**config.mk**
```make
export PLATFORM = sky130hd
export DESIGN_NAME = switch_node
export DESIGN_NICKNAME = d
export VERILOG_FILES = /design/src/hw/node_pkg.sv /design/src/hw/fixed_arbiter.sv /design/src/hw/flow_fifo.sv /design/src/hw/switch_node.sv
export VERILOG_INCLUDE_DIRS = /design/src /design/src/hw
export SDC_FILE = /design/constraint.sdc
export NUM_CORES = 1
export LEC_CHECK = 0
export BUFFER_PORTS_ARGS = -buffer_cell sky130_fd_sc_hd__buf_2
export CAP_MARGIN = 10
export CELL_PAD_IN_SITES_DETAIL_PLACEMENT = 0
export CELL_PAD_IN_SITES_GLOBAL_PLACEMENT = 1
export CORE_MARGIN = 4
export CORE_UTILIZATION = 30
export CTS_CLUSTER_SIZE = 20
export DETAILED_ROUTE_END_ITERATION = 8
export PLACE_DENSITY_LB_ADDON = 0.12
export SETUP_SLACK_MARGIN = 0.1
export SYNTH_ARGS = -nofsm -noshare
export SYNTH_HDL_FRONTEND = slang
export SYNTH_SLANG_ARGS = --single-unit
```
**constraint.sdc**
```tcl
create_clock -name clk_sys_i -period 5.9 [get_ports clk_sys_i]
set_clock_uncertainty 0.2 [all_clocks]
set_input_delay 1.18 -clock clk_sys_i [delete_from_list [all_inputs] [get_ports clk_sys_i]]
set_output_delay 1.18 -clock clk_sys_i [all_outputs]
set_load 0.01 [all_outputs]
```
**src/hw/node_defs.svh**
```systemverilog
`ifndef NODE_DEFS_SVH
`define NODE_DEFS_SVH

// Number of input and output ports of a base-four node
`define NODE_PORTS 4
// Width of a port index and of a routing digit
`define PORT_IDX_W 2
// Width of one data digit on a channel
`define DIGIT_W 4
// Lowest data line that carries the routing digit
`define ROUTE_LSB 0
// Buffered word: frame bit above the data digit
`define FLIT_W 5
`define FLIT_FRAME_BIT 4
// Output buffer depth and its address width; pointers are one bit wider
`define FIFO_DEPTH 16
`define FIFO_AW 4

`endif

```
**src/hw/node_pkg.sv**
```systemverilog
package node_pkg;

  // Per-input channel state
  typedef enum logic [1:0]
  {
    ST_IDLE = 2'h0,
    ST_LINK = 2'h1,
    ST_RETREAT = 2'h2
  } link_state_t;

  // Index of a node port
  typedef logic [1:0] port_idx_t;

endpackage

```
**src/hw/fixed_arbiter.sv**
```systemverilog
`timescale 1ns/1ps
`default_nettype none
`include "node_defs.svh"

module fixed_arbiter (
  input wire logic [`NODE_PORTS-1:0] bid_i,
  input wire logic [`NODE_PORTS-1:0][`PORT_IDX_W-1:0] bid_port_i,
  input wire logic [`NODE_PORTS-1:0] port_free_i,
  output logic [`NODE_PORTS-1:0] grant_o
);

  ////////////////////////////////////////////////////////////////////////////
  // Lower input index wins a contest for the same port
  for (genvar gi = 0; gi < `NODE_PORTS; gi++)
  begin : g_bid
    logic blocked;
    always_comb
    begin
      blocked = 1'b0;
      for (int j = 0; j < gi; j++)
      begin
        if (bid_i[j] && (bid_port_i[j] == bid_port_i[gi]))
          blocked = 1'b1;
      end
      grant_o[gi] = bid_i[gi] && port_free_i[bid_port_i[gi]] && !blocked;
    end
  end

endmodule
`default_nettype wire

```
**src/hw/flow_fifo.sv**
```systemverilog
`timescale 1ns/1ps
`default_nettype none
`include "node_defs.svh"

module flow_fifo #(
  parameter int WIDTH = `FLIT_W,
  parameter int DEPTH = `FIFO_DEPTH,
  parameter int AW = `FIFO_AW
)
(
  input wire logic clk_sys_i,
  input wire logic rst_i,
  input wire logic flush_i,
  input wire logic in_valid_i,
  output logic in_ready_o,
  input wire logic [WIDTH-1:0] in_data_i,
  output logic out_valid_o,
  input wire logic out_ready_i,
  output logic [WIDTH-1:0] out_data_o
);

  logic [WIDTH-1:0] mem [DEPTH];
  logic [AW:0] wr_ptr;
  logic [AW:0] rd_ptr;
  logic [AW:0] next_wr_ptr;
  logic [AW:0] next_rd_ptr;
  logic push;
  logic pop;

  ////////////////////////////////////////////////////////////////////////////
  // Status from pointers with one wrap bit
  assign in_ready_o = !((wr_ptr[AW] != rd_ptr[AW]) && (wr_ptr[AW-1:0] == rd_ptr[AW-1:0]));
  assign out_valid_o = (wr_ptr != rd_ptr);
  assign out_data_o = mem[rd_ptr[AW-1:0]];
  assign push = in_valid_i && in_ready_o;
  assign pop = out_valid_o && out_ready_i;

  // Pointer update, flush empties the buffer
  always_comb
  begin
    next_wr_ptr = wr_ptr;
    next_rd_ptr = rd_ptr;
    if (flush_i)
    begin
      next_wr_ptr = '0;
      next_rd_ptr = '0;
    end
    else
    begin
      if (push)
        next_wr_ptr = wr_ptr + 1'b1;
      if (pop)
        next_rd_ptr = rd_ptr + 1'b1;
    end
  end

  // Pointer registers
  always_ff @(posedge clk_sys_i)
  begin
    if (rst_i)
    begin
      wr_ptr <= '0;
      rd_ptr <= '0;
    end
    else
    begin
      wr_ptr <= next_wr_ptr;
      rd_ptr <= next_rd_ptr;
    end
  end

  // Storage write
  always_ff @(posedge clk_sys_i)
  begin
    if (push)
      mem[wr_ptr[AW-1:0]] <= in_data_i;
  end

endmodule
`default_nettype wire

```
**src/hw/switch_node.sv**
```systemverilog
// Overview of operation
// - Channel: four data, frame, retreat, two flow
// - Link formed at head, dropped at tail
// - Routing digit from data lines zero, one
// - Free port, no better bid; code latched
// - Frame forwarded one clock late, digit dropped
// - Retreat sent when port busy or lost
// - Retreat clears frame, moves one node/clock
// - Node passes data without any error checking
`timescale 1ns/1ps
`default_nettype none
`include "node_defs.svh"

module switch_node (
  input wire logic clk_sys_i,
  input wire logic rst_i,
  input wire logic [`NODE_PORTS-1:0][`DIGIT_W-1:0] in_data_i,
  input wire logic [`NODE_PORTS-1:0] in_frame_i,
  output logic [`NODE_PORTS-1:0] in_reject_o,
  input wire logic [`NODE_PORTS-1:0] in_block_flow_line_a_i,
  output logic [`NODE_PORTS-1:0] in_hold_o,
  output logic [`NODE_PORTS-1:0][`DIGIT_W-1:0] out_data_o,
  output logic [`NODE_PORTS-1:0] out_frame_o,
  input wire logic [`NODE_PORTS-1:0] out_reject_i,
  output logic [`NODE_PORTS-1:0] out_block_flow_line_a_o,
  input wire logic [`NODE_PORTS-1:0] out_hold_i
);

  node_pkg::link_state_t state [`NODE_PORTS];
  node_pkg::link_state_t next_state [`NODE_PORTS];
  node_pkg::port_idx_t route [`NODE_PORTS];
  node_pkg::port_idx_t next_route [`NODE_PORTS];
  logic [`NODE_PORTS-1:0] frame_q;
  logic [`NODE_PORTS-1:0] next_frame_q;
  logic [`NODE_PORTS-1:0] head;
  logic [`NODE_PORTS-1:0] grant;
  logic [`NODE_PORTS-1:0][`PORT_IDX_W-1:0] bid_port;
  logic [`NODE_PORTS-1:0] port_free;
  logic [`NODE_PORTS-1:0] out_busy;
  logic [`NODE_PORTS-1:0] push;
  logic [`NODE_PORTS-1:0] fifo_in_ready;
  logic [`NODE_PORTS-1:0] fifo_out_valid;
  logic [`NODE_PORTS-1:0][`FLIT_W-1:0] push_word;
  logic [`NODE_PORTS-1:0][`FLIT_W-1:0] head_word;
  logic [`NODE_PORTS-1:0] flow_a;
  logic [`NODE_PORTS-1:0] next_flow_a;

  ////////////////////////////////////////////////////////////////////////////
  // Bid arbitration across all inputs
  fixed_arbiter u_arbiter (
    .bid_i(head),
    .bid_port_i(bid_port),
    .port_free_i(port_free),
    .grant_o(grant)
  );

  ////////////////////////////////////////////////////////////////////////////
  // Input channel logic, one copy per input port
  for (genvar gi = 0; gi < `NODE_PORTS; gi++)
  begin : g_in
    // Head is a rising frame on an idle channel; it carries the bid
    assign head[gi] = (state[gi] == node_pkg::ST_IDLE) && in_frame_i[gi] && !frame_q[gi];
    assign bid_port[gi] = in_data_i[gi][`ROUTE_LSB +: `PORT_IDX_W];

    // Retreat toward the source comes straight from the state flops
    assign in_reject_o[gi] = (state[gi] == node_pkg::ST_RETREAT);

    // Ask the source to pause while the linked output buffer is full
    assign in_hold_o[gi] = (state[gi] == node_pkg::ST_LINK) && !fifo_in_ready[route[gi]];

    // Channel state transitions
    always_comb
    begin
      next_state[gi] = state[gi];
      next_route[gi] = route[gi];
      next_frame_q[gi] = in_frame_i[gi];
      unique case (state[gi])
        node_pkg::ST_IDLE:
        begin
          if (head[gi] && grant[gi])
          begin
            next_state[gi] = node_pkg::ST_LINK;
            next_route[gi] = bid_port[gi];
          end
          else if (head[gi])
          begin
            next_state[gi] = node_pkg::ST_RETREAT;
            next_frame_q[gi] = 1'b0;
          end
        end
        node_pkg::ST_LINK:
        begin
          if (out_reject_i[route[gi]])
          begin
            next_state[gi] = node_pkg::ST_RETREAT;
            next_frame_q[gi] = 1'b0;
          end
          else if (!frame_q[gi])
            next_state[gi] = node_pkg::ST_IDLE;
        end
        node_pkg::ST_RETREAT:
        begin
          // Frame flops stay clear until the source drops its frame
          next_frame_q[gi] = 1'b0;
          if (!in_frame_i[gi])
            next_state[gi] = node_pkg::ST_IDLE;
        end
        default:
        begin
          next_state[gi] = node_pkg::ST_IDLE;
          next_frame_q[gi] = 1'b0;
        end
      endcase
    end

    // Channel registers
    always_ff @(posedge clk_sys_i)
    begin
      if (rst_i)
      begin
        state[gi] <= node_pkg::ST_IDLE;
        route[gi] <= 2'h0;
        frame_q[gi] <= 1'b0;
      end
      else
      begin
        state[gi] <= next_state[gi];
        route[gi] <= next_route[gi];
        frame_q[gi] <= next_frame_q[gi];
      end
    end

    // Input 0 beats any other input bidding for the same port
    if (gi > 0)
    begin : g_prio

    end
  end

  ////////////////////////////////////////////////////////////////////////////
  // Output port logic, one copy per output port
  for (genvar go = 0; go < `NODE_PORTS; go++)
  begin : g_out
    logic [`NODE_PORTS-1:0] owner;

    // Find the linked input and pick its delayed-frame digit
    always_comb
    begin
      owner = '0;
      out_busy[go] = 1'b0;
      push[go] = 1'b0;
      push_word[go] = '0;
      next_flow_a[go] = 1'b0;
      for (int j = 0; j < `NODE_PORTS; j++)
      begin
        if ((state[j] == node_pkg::ST_LINK) && (route[j] == node_pkg::port_idx_t'(go)))
        begin
          owner[j] = 1'b1;
          out_busy[go] = 1'b1;
          next_flow_a[go] = in_block_flow_line_a_i[j];
          // Frame delayed one clock drops the routing digit
          push[go] = frame_q[j];
          // Digits pass through untouched, no checking here
          push_word[go] = {frame_q[j], in_data_i[j]};
        end
      end
    end

    // Port free only when unlinked and fully drained
    assign port_free[go] = !out_busy[go] && !fifo_out_valid[go];

    // Output buffer; a downstream retreat discards what is queued
    flow_fifo #(
      .WIDTH(`FLIT_W),
      .DEPTH(`FIFO_DEPTH),
      .AW(`FIFO_AW)
    ) u_fifo (
      .clk_sys_i(clk_sys_i),
      .rst_i(rst_i),
      .flush_i(out_reject_i[go]),
      .in_valid_i(push[go]),
      .in_ready_o(fifo_in_ready[go]),
      .in_data_i(push_word[go]),
      .out_valid_o(fifo_out_valid[go]),
      .out_ready_i(!out_hold_i[go]),
      .out_data_o(head_word[go])
    );

    // Downstream channel lines
    assign out_frame_o[go] = fifo_out_valid[go] && head_word[go][`FLIT_FRAME_BIT];
    assign out_data_o[go] = head_word[go][`DIGIT_W-1:0];
    assign out_block_flow_line_a_o[go] = flow_a[go];

    // Flow line register
    always_ff @(posedge clk_sys_i)
    begin
      if (rst_i)
        flow_a[go] <= 1'b0;
      else
        flow_a[go] <= next_flow_a[go];
    end

  end
endmodule
`default_nettype wire

```
# Word-level counts from Yosys, hierarchy flattened
# Memories as Yosys holds them, arrays and structs flattened. A register that Yosys moved wholly into a read port is not among the register bits.
# Index checks and enable logic that the tools add are counted.
# word_totals
reg_bits,48
wordCells,357
ramBits,336
mem_count,6
# classes
n_eq_ne,38
n_lt_le_gt_ge,8
bitwise_logic,8
reduce_logical,104
add_sub_neg,8
muxes,169
# memory_table
name,words,word_bits,rd,rd_clocked_by_memory_dff,wr,line,source
g_out[0].u_fifo.mem,16,5,1,1,1,flow_fifo.sv:22,logic [WIDTH-1:0] mem [DEPTH];
g_out[1].u_fifo.mem,16,5,1,1,1,flow_fifo.sv:22,
g_out[2].u_fifo.mem,16,5,1,1,1,flow_fifo.sv:22,
g_out[3].u_fifo.mem,16,5,1,1,1,flow_fifo.sv:22,
route,4,2,4,0,4,switch_node.sv:31,node_pkg::port_idx_t route [`NODE_PORTS];
state,4,2,4,0,4,switch_node.sv:29,node_pkg::link_state_t state [`NODE_PORTS];
# ops
cell,count
2-to-1 mux 1 bit,89
2-to-1 mux 5 bit,16
2-to-1 mux 2 bit,36
logical AND 1 bit,65
adder 5 x 1 -> 5 bit (second input constant),8
2-to-1 mux 4 bit,8
logical NOT 1 bit,27
binary-select mux 1 bit (select 2 bit),12
equality test 2 bit (second input constant),12
less-than comparator 2 x 3 -> 1 bit (second input constant),8
one-hot mux 2 bit (3 select lines),4
!= test 5 bit,4
equality test 2 x 1 -> 1 bit (second input constant),8
equality test 4 bit,4
logical NOT 2 bit,8
equality test 2 bit,6
OR 1 bit,8
one-hot mux 1 bit (2 select lines),4
OR reduction 2 bit,4
!= test 1 bit,4

# Logic depth before layout (Yosys ltp)
# Gate-level depths: netlist of run 1.
# An unclocked memory read counts as a cell.
# logic_depth
word_depth,17
ltp_mapped,9
mapped_depth_nobuf,6

# By module
# A second synthesis of run 1 with hierarchy kept.
# unflattened
cells_unflattened,1193
area_unflattened_um2,18448.9
# modules_own_cells
module,area_each_um2,cells_per_inst,seq_area_each_um2,instances
flow_fifo at g_out[1].u_fifo ...,3945.0,216,2682.6,2
flow_fifo at g_out[3].u_fifo,3983.8,220,2682.6,1
flow_fifo at g_out[0].u_fifo,3918.8,218,2682.6,1
switch_node,2388.5,296,480.5,1
fixed_arbiter,267.8,27,0.0,1

# Least setup slack after synthesis of run 1
# Ideal clock, no wire load.
# synth_timing
kind,reg-to-output
from,reg with a tool-made name
to,out out_data_o[0] (netlist name)
n_path_buf,2
setup_slack_ns,2.548
path_stages_with_launch,5
arrival_ns,1.972
required_ns,4.520
cell_sequence,dfxtp_1 buf_2 buf_2 mux4_2 mux4_2
# synth_lines
item,line,source
end: declaration,switch_node.sv:22,"output logic [`NODE_PORTS-1:0][`DIGIT_W-1:0] out_data_o,"

# Worst setup path after layout of run 1
# layout_timing
from,reg g_out[3].u_fifo.wr_ptr[0]
to,out in_hold_o[1]
# layout_between
elab_chain_len,7
# layout_lines
item,line,source
start: declaration,flow_fifo.sv:23,logic [AW:0] wr_ptr;
start signal: assignment,flow_fifo.sv:67,wr_ptr <= next_wr_ptr;
equality test 4 bit,flow_fifo.sv:32,assign in_ready_o = !((wr_ptr[AW] != rd_ptr[AW]) && (wr_ptr[AW-1:0] == rd_ptr[AW-1:0]));
logical AND 1 bit,flow_fifo.sv:32,
logical NOT 1 bit,flow_fifo.sv:32,
binary-select mux 1 bit (select 2 bit),switch_node.sv:69,assign in_hold_o[gi] = (state[gi] == node_pkg::ST_LINK) && !fifo_in_ready[route[gi]];
2-to-1 mux 1 bit (implied by the code),switch_node.sv:69,
logical NOT 1 bit,switch_node.sv:69,
logical AND 1 bit,switch_node.sv:69,
end: declaration,switch_node.sv:21,"output logic [`NODE_PORTS-1:0] in_hold_o,"
# No other way between the ends. The select of a mux whose other input is x is not followed.

==> results of run 1 <==
-- state kept, by name (all words and copies together) (netlist names), named ones only --
name	cells
frame_q	4
out_block_flow_line_a_o	4
route	8
g_out.u_fifo.mem	320
g_out.u_fifo.rd_ptr	20
g_out.u_fifo.wr_ptr	20
state	8
-- per-layer routing --
metal	routed length (um)	global-route usage, %
met1	22790	21.93
met2	19770	21.31
met3	2116	2.763
met4	656	2.964
met5	12	0
-- worst reg2reg max path: stages, from the launching register on --
cell and delay (ns):
dfxtp_1 0.50, nor4b_1 0.62, nor2b_1 0.44, a221o_1 0.20, o21ai_0 0.07, o21ai_1 0.89
-- power by group through the flow --
stage                     registers, mW  logic (mW)  clock network, mW
final                              3.26       0.613               2.88
after CTS                          3.25       0.619               2.97
after floorplan                    3.25       0.452                  0
after global placement             3.31       0.616                  0
after detailed placement           3.31       0.617                  0
after global routing               3.26       0.679               3.10
-- through the flow --
step	instances	area [um2]	hold WS, ns
floorplan	1146	17810	0.2993
global placement	1927	18950	0.3160
detailed placement	1927	18950	0.3269
CTS	2010	20480	0.3402
global route	2011	20480	0.3832
finish	2011	20480	0.3356
-- area by class of cell --
type | instances | area (um2)
inverters | 26 | 97.59
clock inverters | 19 | 242.7
flip-flops and latches | 400 | 11210
clock buffers | 64 | 1282
fillers | 5604 | 38420
repair buffers | 84 | 467.9
multi-input cells | 645 | 6215
well taps | 773 | 967.2
-- layout by cell type (no fill, tap or decap), types with 28 or more instances in the layout --
| cell type | count |
|---|---|
| a21oi_1 | 31 |
| and3_1 | 61 |
| buf_2 | 65 |
| clkbuf_16 | 49 |
| dfxtp_1 | 80 |
| edfxtp_1 | 320 |
| mux4_2 | 107 |
| nand2_1 | 30 |
| nor2_1 | 84 |
| nor2b_1 | 28 |
| xor2_1 | 34 |
-- worst max-delay path by stage --
stage | from | to | slack, ns | depth (start not counted)
5_1_grt | g_out[3].u_fifo.wr_ptr[0]$_SDFFE_PP0P_ | in_hold_o[1] | 1.16 | 6
4_1_cts | flip-flop | out_frame_o[3] | 1.31 | 4
2_1_floorplan | flip-flop | out_data_o[0] | 2.55 | 4
3_5_place_dp | flip-flop | out_frame_o[3] | 1.93 | 4
3_3_place_gp | flip-flop | out_frame_o[3] | 1.94 | 4
6_report | g_out[3].u_fifo.wr_ptr[0]$_SDFFE_PP0P_ | in_hold_o[1] | 1.39 | 6
-- cell families (layout without fill, tap and decap cells) --
| group | after synthesis | after routing | synth area share [%] |
|---|---|---|---|
| xor gates and xnor gates | 58 | 58 | 2.852 |
| buffers and inverters | 101 | 193 | 2.444 |
| DFF | 400 | 400 | 62.93 |
| AOI/OAI and AO/OA | 115 | 115 | 4.488 |
| muxes | 132 | 132 | 15.10 |
| and+or+nand+nor | 320 | 320 | 10.78 |
| adders and majority gates | 20 | 20 | 1.405 |
==> results.py, run 1 <==
metrics = {
    "timing": {
        "setup_viol": 0,
        "finalMaxSlewViolations": 0,
        "tns_ns": 0,
        "max-slew-margin-rel_pct": 23.03,
        "tightestPinTransition_ns": 1.147,
        "worst_slack_ns": 1.390,
        "fin_crit_sh_pct": 76.43,
        "finalHoldViolCount": 0,
        "fmax_mhz": 221.8,
        "min_period_ns": 4.510,
        "rsz0062_at_grt": "no",
    },
    "synthesis": {
        "avgSynthCellArea_um2": 15.55,
        "synth_flop_cell": "edfxtp_1",
        "synth.top_cell.area_share_pct": 53.94,
        "synth_top_cell_by_area": "edfxtp_1",
        "synth_fp_nets": 1200,
        "ys_top_cells_by_area": "edfxtp_1, mux4_2, dfxtp_1",
        "yosys_warnings": 0,
        "syn_area_um2": 17810,
        "synth_edf_count": 320,
        "synth_cell_types": 77,
        "syn-instance-count": 1146,
        "synth_seq_cells": 400,
        "synthTopCellsByCount": "edfxtp_1, mux4_2, nor2_1",
        "seq_area_frac_synth_pct": 62.93,
        "async_flop_share_pct": 0,
        "synth_most_common_cell": "edfxtp_1",
    },
    "finish": {
        "nets": 1257,
        "post-route-util_pct": 34.77,
        "syn_to_final_growth_pct": 14.98,
        "antennaDiodeCount": 0,
        "drive_gt1_share_pct": 24.31,
    },
    "critical_path": {
        "crit_buf_inv": 1,
        "critPathKind": "reg2out",
        "crit_family": "simple AND/OR/NAND/NOR gates",
        "path_cells": "xor2_1 > nor4_2 > nand2b_1 > mux4_2 > nor3b_1 > buf_2",
        "slowest_delay_ns": 0.60,
        "startpoint_type": "flip-flop",
        "r2r-end": "g_out[0].u_fifo.mem[9][0]$_DFFE_PP_",
        "reg2reg_depth": 5,
        "r2r_slack_ns": 2.61,
        "path_max_fanout": 7,
        "cp-end-kind": "primary output",
        "r2r_start": "state[0][0]$_SDFFE_PP0P_",
        "cpMaxStageDelayCell": "nor4_2",
        "critPathArrivalTime_ns": 3.13,
        "worstPathRequired_ns": 4.52,
    },
    "clocking": {
        "clk_path_buf_depth": 3,
        "cts_setup_buffers": 0,
        "cts_resized": 0,
        "htreeDepth": 2,
        "clock_sinks": 400,
        "clockRootBuffer": "clkbuf_16",
        "cts_hold_buf": 0,
        "cts_tree": "yes",
        "numCtsBuffers": 46,
        "clk_pin_slew_ns": 0.06,
        "clk-insertion-delay-late_ns": 0.56,
    },
    "grt": {
        "track_usage_pct": 14.34,
        "antenna_found_initial": 2,
        "grt_pass1_wl_um": 68750,
        "grt_start_max_net_pins": 36,
        "grt_pass1_vias": 10340,
        "overflow": 0,
    },
    "worst_hold_path": {
        "hold_path_end": "g_out[0].u_fifo.rd_ptr[4]$_SDFFE_PP0P_",
        "holdPathStages": 2,
        "hold_start": "g_out[0].u_fifo.rd_ptr[4]$_SDFFE_PP0P_",
        "hold_class": "reg2reg",
    },
    "die": {
        "dieHeight_um": 251.7,
        "coreArea_um2": 58910,
        "die_area_um2": 63350,
        "num_rows": 89,
        "die_x_um": 251.7,
        "start_util_pct": 30.24,
        "ios": 66,
    },
    "power": {
        "p_sw_share_pct": 23.35,
        "static-leakage-power_nw": 6.822,
        "pwr-share-comb_pct": 9.1,
        "pwr-share-seq_pct": 48.3,
        "power.density_nw_per_um2": 329.4,
        "finalPower_mw": 6.747,
        "clkPwrFrac_pct": 42.7,
        "cellInternalPower_mw": 5.171,
        "ir_drop_mv": 0.1839,
        "switching_power_mw": 1.576,
    },
    "placed_design": {
        "numPortBuffers": 65,
        "place_congestion": 0.7498,
        "hpwl_um": 32040,
        "dp_slack_ns": 1.928,
    },
    "drt": {
        "viasPerCell": 4.929,
        "firstDrtPassIters": 5,
        "wl_per_cell_um": 22.55,
        "vias": 9912,
        "ant_nets": 0,
        "drc_errors": 0,
        "drt_wl_total_um": 45350,
        "drt-initial-drc-count": 765,
    },
    "outcome": {
        "status": "finished clean",
    },
    "flow_run": {
        "cap_violations": 0,
    },
}
No activity file was read; power rests on OpenSTA's default activity.
==> run 2, diff against run 1 <==
==> constraint.sdc (replaced) <==
create_clock -name clk_sys_i -period 4.6 [get_ports clk_sys_i]
set_clock_uncertainty 0.2 [all_clocks]
set_input_delay 0.92 -clock clk_sys_i [delete_from_list [all_inputs] [get_ports clk_sys_i]]
set_output_delay 0.92 -clock clk_sys_i [all_outputs]
set_load 0.01 [all_outputs]
==> results.py, run 2 (synthesis gave the netlist of run 1 again) <==
metrics = {
    "critical_path": {
        "slowest_delay_ns": 0.55,
        "critPathLaunch": "g_out[0].u_fifo.wr_ptr[2]$_SDFFE_PP0P_",
        "crit_buf_inv": 2,
        "r2r_start": "state[1][1]$_SDFFE_PP0P_",
        "cpMaxStageDelayCell": "mux4_2",
        "critPathArrivalTime_ns": 2.93,
        "worstSetupPathDepth": 7,
        "crit_family": "simple AND/OR/NAND/NOR gates",
        "reg2reg_depth": 5,
        "worstPathRequired_ns": 3.48,
        "path_max_fanout": 8,
        "startpoint_type": "flip-flop",
        "cp-end-kind": "primary output",
        "path_cells": "xor2_1 > nor4_2 > buf_4 > nand2b_1 > mux4_2 > nor3b_1 > buf_2",
        "critPathKind": "reg2out",
    },
    "die": {
        "coreArea_um2": 58910,
        "dieHeight_um": 251.7,
        "num_rows": 89,
        "die_x_um": 251.7,
        "start_util_pct": 30.24,
        "die_area_um2": 63350,
        "ios": 66,
    },
    "finish": {
        "largest_reg_flops": 320,
        "nets": 1265,
        "fillers": 5592,
        "syn_to_final_growth_pct": 14.95,
        "mostFrequentLayoutCell": "edfxtp_1",
        "drive_gt1_share_pct": 25.18,
        "final_cell_mix": "edfxtp_1, mux4_2, nor2_1, dfxtp_1, buf_2",
        "antennaDiodeCount": 0,
    },
    "timing": {
        "rsz0062_at_grt": "no",
        "setup_viol": 0,
        "tns_ns": 0,
        "max-slew-margin-rel_pct": 21.63,
        "whs_ns": 0.3333,
        "fin_crit_sh_pct": 88.10,
        "fmax_mhz": 246.8,
        "worst_slack_ns": 0.5475,
        "tightestPinTransition_ns": 1.169,
        "min_period_ns": 4.053,
        "finalHoldViolCount": 0,
        "finalMaxSlewViolations": 0,
    },
    "clocking": {
        "clk_path_buf_depth": 3,
        "cts_hold_buf": 0,
        "numCtsBuffers": 44,
        "clock_sinks": 400,
        "clk_pin_slew_ns": 0.06,
        "cts_tree": "yes",
        "htreeDepth": 2,
        "clockRootBuffer": "clkbuf_16",
        "cts_setup_buffers": 0,
        "cts_resized": 0,
        "clk-insertion-delay-late_ns": 0.55,
    },
    "drt": {
        "drt_wl_total_um": 45750,
        "ant_nets": 0,
        "firstDrtPassIters": 5,
        "viasPerCell": 4.989,
        "vias": 10060,
        "drt-initial-drc-count": 651,
        "wl_per_cell_um": 22.69,
        "drc_errors": 0,
    },
    "placed_design": {
        "numPortBuffers": 65,
        "place_congestion": 0.7676,
        "dp_slack_ns": 1.130,
        "hpwl_um": 32350,
    },
    "worst_hold_path": {
        "hold_start": "g_out[1].u_fifo.rd_ptr[4]$_SDFFE_PP0P_",
        "hold_class": "reg2reg",
        "holdPathStages": 2,
    },
    "grt": {
        "gr-usage-met2_pct": 21.87,
        "track_usage_pct": 14.45,
        "grt_pass1_vias": 10370,
        "use_met3_pct": 2.670,
        "grt.met1_usage_pct": 21.89,
        "grt_pass1_wl_um": 69120,
        "antenna_found_initial": 2,
        "busiest_layer": "met1",
        "grt_start_max_net_pins": 36,
        "overflow": 0,
    },
    "outcome": {
        "status": "finished clean",
    },
    "power": {
        "power.density_nw_per_um2": 415.5,
        "ir_drop_mv": 0.2040,
        "static-leakage-power_nw": 6.828,
    },
    "flow_run": {
        "cap_violations": 0,
    },
}
run 2: changes by cell type in the layout (fill, tap and decap cells not counted), sizes merged:
cell / change
clkinvlp: +2
buf: +10
clkbuf: -15
clkinv: +8
run 2: worst paths after layout:
path | endpoint | slack, ns
max | in_hold_o[1] | 0.55
min | g_out[1].u_fifo.rd_ptr[4]$_SDFFE_PP0P_ | 0.33
max reg2reg | g_out[3].u_fifo.mem[3][0]$_DFFE_PP_ | 1.15
min reg2reg | g_out[1].u_fifo.rd_ptr[4]$_SDFFE_PP0P_ | 0.33
run 2: stage by stage:
| stage | total power, mW | cells | util [%] | instance area, um2 |
|---|---|---|---|---|
| 6_report | 8.509 | 2016 | 34.76 | 20480 |
| 5_1_grt | 8.866 | 2016 | 34.76 | 20480 |
| 4_1_cts | 8.641 | 2015 | 34.75 | 20470 |
| 3_5_place_dp | 5.064 | 1937 | 32.31 | 19030 |
| 3_3_place_gp | 5.054 | 1937 | 32.31 | 19030 |
| 2_1_floorplan | 4.752 | 1146 | - | 17810 |
run 2: layer usage:
layer	routed length [um]	vias to the layer above
li1	-	4620
met1	22700	5180
met2	20470	207
met3	1922	49
met4	635	2
met5	13	-
run 2: power breakdown:
part / switching (mW) / internal (mW) / total, mW
Combinational: 0.501 / 0.302 / 0.804
Clock: 1.42 / 2.11 / 3.53
Sequential: 0.113 / 4.06 / 4.17
run 2: cell type report:
class | instances | area, um2 | area share, %
Clock buffer | 49 | 1141 | 5.573
Clock inverter | 29 | 294.0 | 1.436
Inverter | 26 | 97.59 | 0.4766
Multi-Input combinational cell | 645 | 6223 | 30.39
Sequential cell | 400 | 11210 | 54.75
Tap cell | 773 | 967.2 | 4.723
Timing Repair Buffer | 94 | 543.0 | 2.652
run 2: tightest hold or removal path: stages (launching register included):
cell and delay [ns]:
dfxtp_1 0.35, xor2_1 0.08, nor2_1 0.07
==> run 3, diff against run 2 <==
--- a/config.mk
+++ b/config.mk
@@ -6,7 +6,7 @@
 export SDC_FILE = /design/constraint.sdc
 export NUM_CORES = 1
 export LEC_CHECK = 0
-export BUFFER_PORTS_ARGS = -buffer_cell sky130_fd_sc_hd__buf_2
+export BUFFER_PORTS_ARGS = -buffer_cell sky130_fd_sc_hd__buf_4
 export CAP_MARGIN = 10
 export CELL_PAD_IN_SITES_DETAIL_PLACEMENT = 0
 export CELL_PAD_IN_SITES_GLOBAL_PLACEMENT = 1
==> results.py, run 3 (synthesis gave the netlist of run 1 again) <==
metrics = {
    "critical_path": {
        "path_max_fanout": 7,
        "critPathArrivalTime_ns": 2.98,
        "startpoint_type": "flip-flop",
        "critPathKind": "reg2out",
        "cp-end-kind": "primary output",
        "worstPathRequired_ns": 3.48,
    },
    "power": {
        "power.density_nw_per_um2": 420.5,
        "finalPower_mw": 8.694,
        "static-leakage-power_nw": 6.882,
        "ir_drop_mv": 0.2524,
    },
    "clocking": {
        "numCtsBuffers": 46,
        "cts_hold_buf": 0,
        "htreeDepth": 2,
        "clk_pin_slew_ns": 0.06,
        "cts_resized": 0,
        "clk_path_buf_depth": 3,
        "clk-insertion-delay-late_ns": 0.56,
        "cts_tree": "yes",
        "cts_setup_buffers": 0,
        "clock_sinks": 400,
        "clockRootBuffer": "clkbuf_16",
    },
    "drt": {
        "drt-initial-drc-count": 641,
        "drt_wl_total_um": 45580,
        "drc_errors": 0,
        "wl_per_cell_um": 22.62,
        "firstDrtPassIters": 5,
        "vias": 10040,
        "viasPerCell": 4.985,
        "ant_nets": 0,
    },
    "grt": {
        "grt_start_max_net_pins": 36,
        "gr-usage-met2_pct": 21.17,
        "use_met3_pct": 3.319,
        "track_usage_pct": 14.46,
        "busiest_layer": "met1",
        "antenna_found_initial": 3,
        "overflow": 0,
        "grt.met1_usage_pct": 21.72,
        "grt_pass1_vias": 10290,
        "grt_pass1_wl_um": 69000,
    },
    "placed_design": {
        "dp_cells": 1931,
        "hpwl_um": 32220,
        "numPortBuffers": 65,
        "dp_slack_ns": 1.097,
        "placed_cell_area_um2": 19150,
        "place_congestion": 0.7588,
    },
    "die": {
        "die_x_um": 251.7,
        "die_area_um2": 63350,
        "num_rows": 89,
        "coreArea_um2": 58910,
        "dieHeight_um": 251.7,
        "ios": 66,
        "start_util_pct": 30.24,
    },
    "worst_hold_path": {
        "hold_class": "reg2reg",
    },
    "finish": {
        "multi_input_area_um2": 6223,
        "largest_reg_flops": 320,
        "final_cell_mix": "edfxtp_1, mux4_2, buf_4, nor2_1, dfxtp_1",
        "syn_to_final_growth_pct": 16.06,
        "stdcell_count": 2015,
        "seq_area_um2": 11210,
        "fin_area_um2": 20680,
        "mostFrequentLayoutCell": "edfxtp_1",
        "fillers": 5553,
        "nets": 1261,
        "drive_gt1_share_pct": 24.74,
    },
    "timing": {
        "worst_slack_ns": 0.5015,
        "fmax_mhz": 244.0,
        "min_period_ns": 4.099,
        "fin_crit_sh_pct": 89.10,
        "finalMaxSlewViolations": 0,
        "rsz0062_at_grt": "no",
        "setup_viol": 0,
        "finalHoldViolCount": 0,
        "tns_ns": 0,
        "max-slew-margin-rel_pct": 22.75,
        "tightestPinTransition_ns": 1.151,
    },
    "flow_run": {
        "cap_violations": 0,
    },
    "outcome": {
        "status": "finished clean",
    },
}
## run 3: changes by cell type in the layout (fill, tap and decap cells not counted), sizes merged
| cell | previous run | this run |
|---|---|---|
| buf | 94 | 87 |
| clkbuf | 49 | 55 |
| clkinvlp | 4 | 2 |
| bufinv | 6 | 7 |
| clkinv | 19 | 18 |
| diode | 0 | 1 |
| inv | 26 | 27 |
## run 3: power by group
group	switching, mW	internal [mW]
registers	0.111	4.06
clock network	1.45	2.25
logic	0.500	0.315
## run 3: critical path, cell delays in order, from the launching register on
cell      delay [ns]
dfxtp_1         0.45
xor2_1          0.14
nor4_4          0.43
nand2b_1        0.30
mux4_2          0.54
nor3b_1         0.36
buf_4           0.20
## run 3: final timing paths
| check | startpoint | to | slack, ns | cells after the start |
|---|---|---|---|---|
| setup / recovery | g_out[1].u_fifo.wr_ptr[0]$_SDFFE_PP0P_ | in_hold_o[1] | 0.50 | 6 |
| hold / removal | g_out[2].u_fifo.rd_ptr[4]$_SDFFE_PP0P_ | g_out[2].u_fifo.rd_ptr[4]$_SDFFE_PP0P_ | 0.34 | 2 |
| setup reg to reg | state[1][1]$_SDFFE_PP0P_ | g_out[3].u_fifo.mem[3][0]$_DFFE_PP_ | 1.14 | 6 |
| hold reg to reg | g_out[2].u_fifo.rd_ptr[4]$_SDFFE_PP0P_ | g_out[2].u_fifo.rd_ptr[4]$_SDFFE_PP0P_ | 0.34 | 2 |
## run 3: metal layers
layer	vias to the layer above	share of wire [%]
met1	5116	48
met2	241	44
met4	4	2.1
met5	-	0.059
met3	67	5.4
li1	4616	-
## run 3: area by class of cell
type                       instances  share of cell area (%)
tap                              773                   4.678
antenna                            1                 0.01210
clock buffer                      54                   5.815
timing repair buffer              88                   3.183
inverter                          26                  0.4720
sequential                       400                   54.22
clock inverter                    28                   1.519
multi-input combinational        645                   30.10
## run 3: metrics by stage
| stage | hold WS [ns] | util (%) |
|---|---|---|
| floorplan | 0.2993 | - |
| global placement | 0.3180 | 32.51 |
| detailed placement | 0.3225 | 32.51 |
| CTS | 0.3406 | 35.09 |
| global route | 0.3871 | 35.10 |
| finish | 0.3355 | 35.10 |
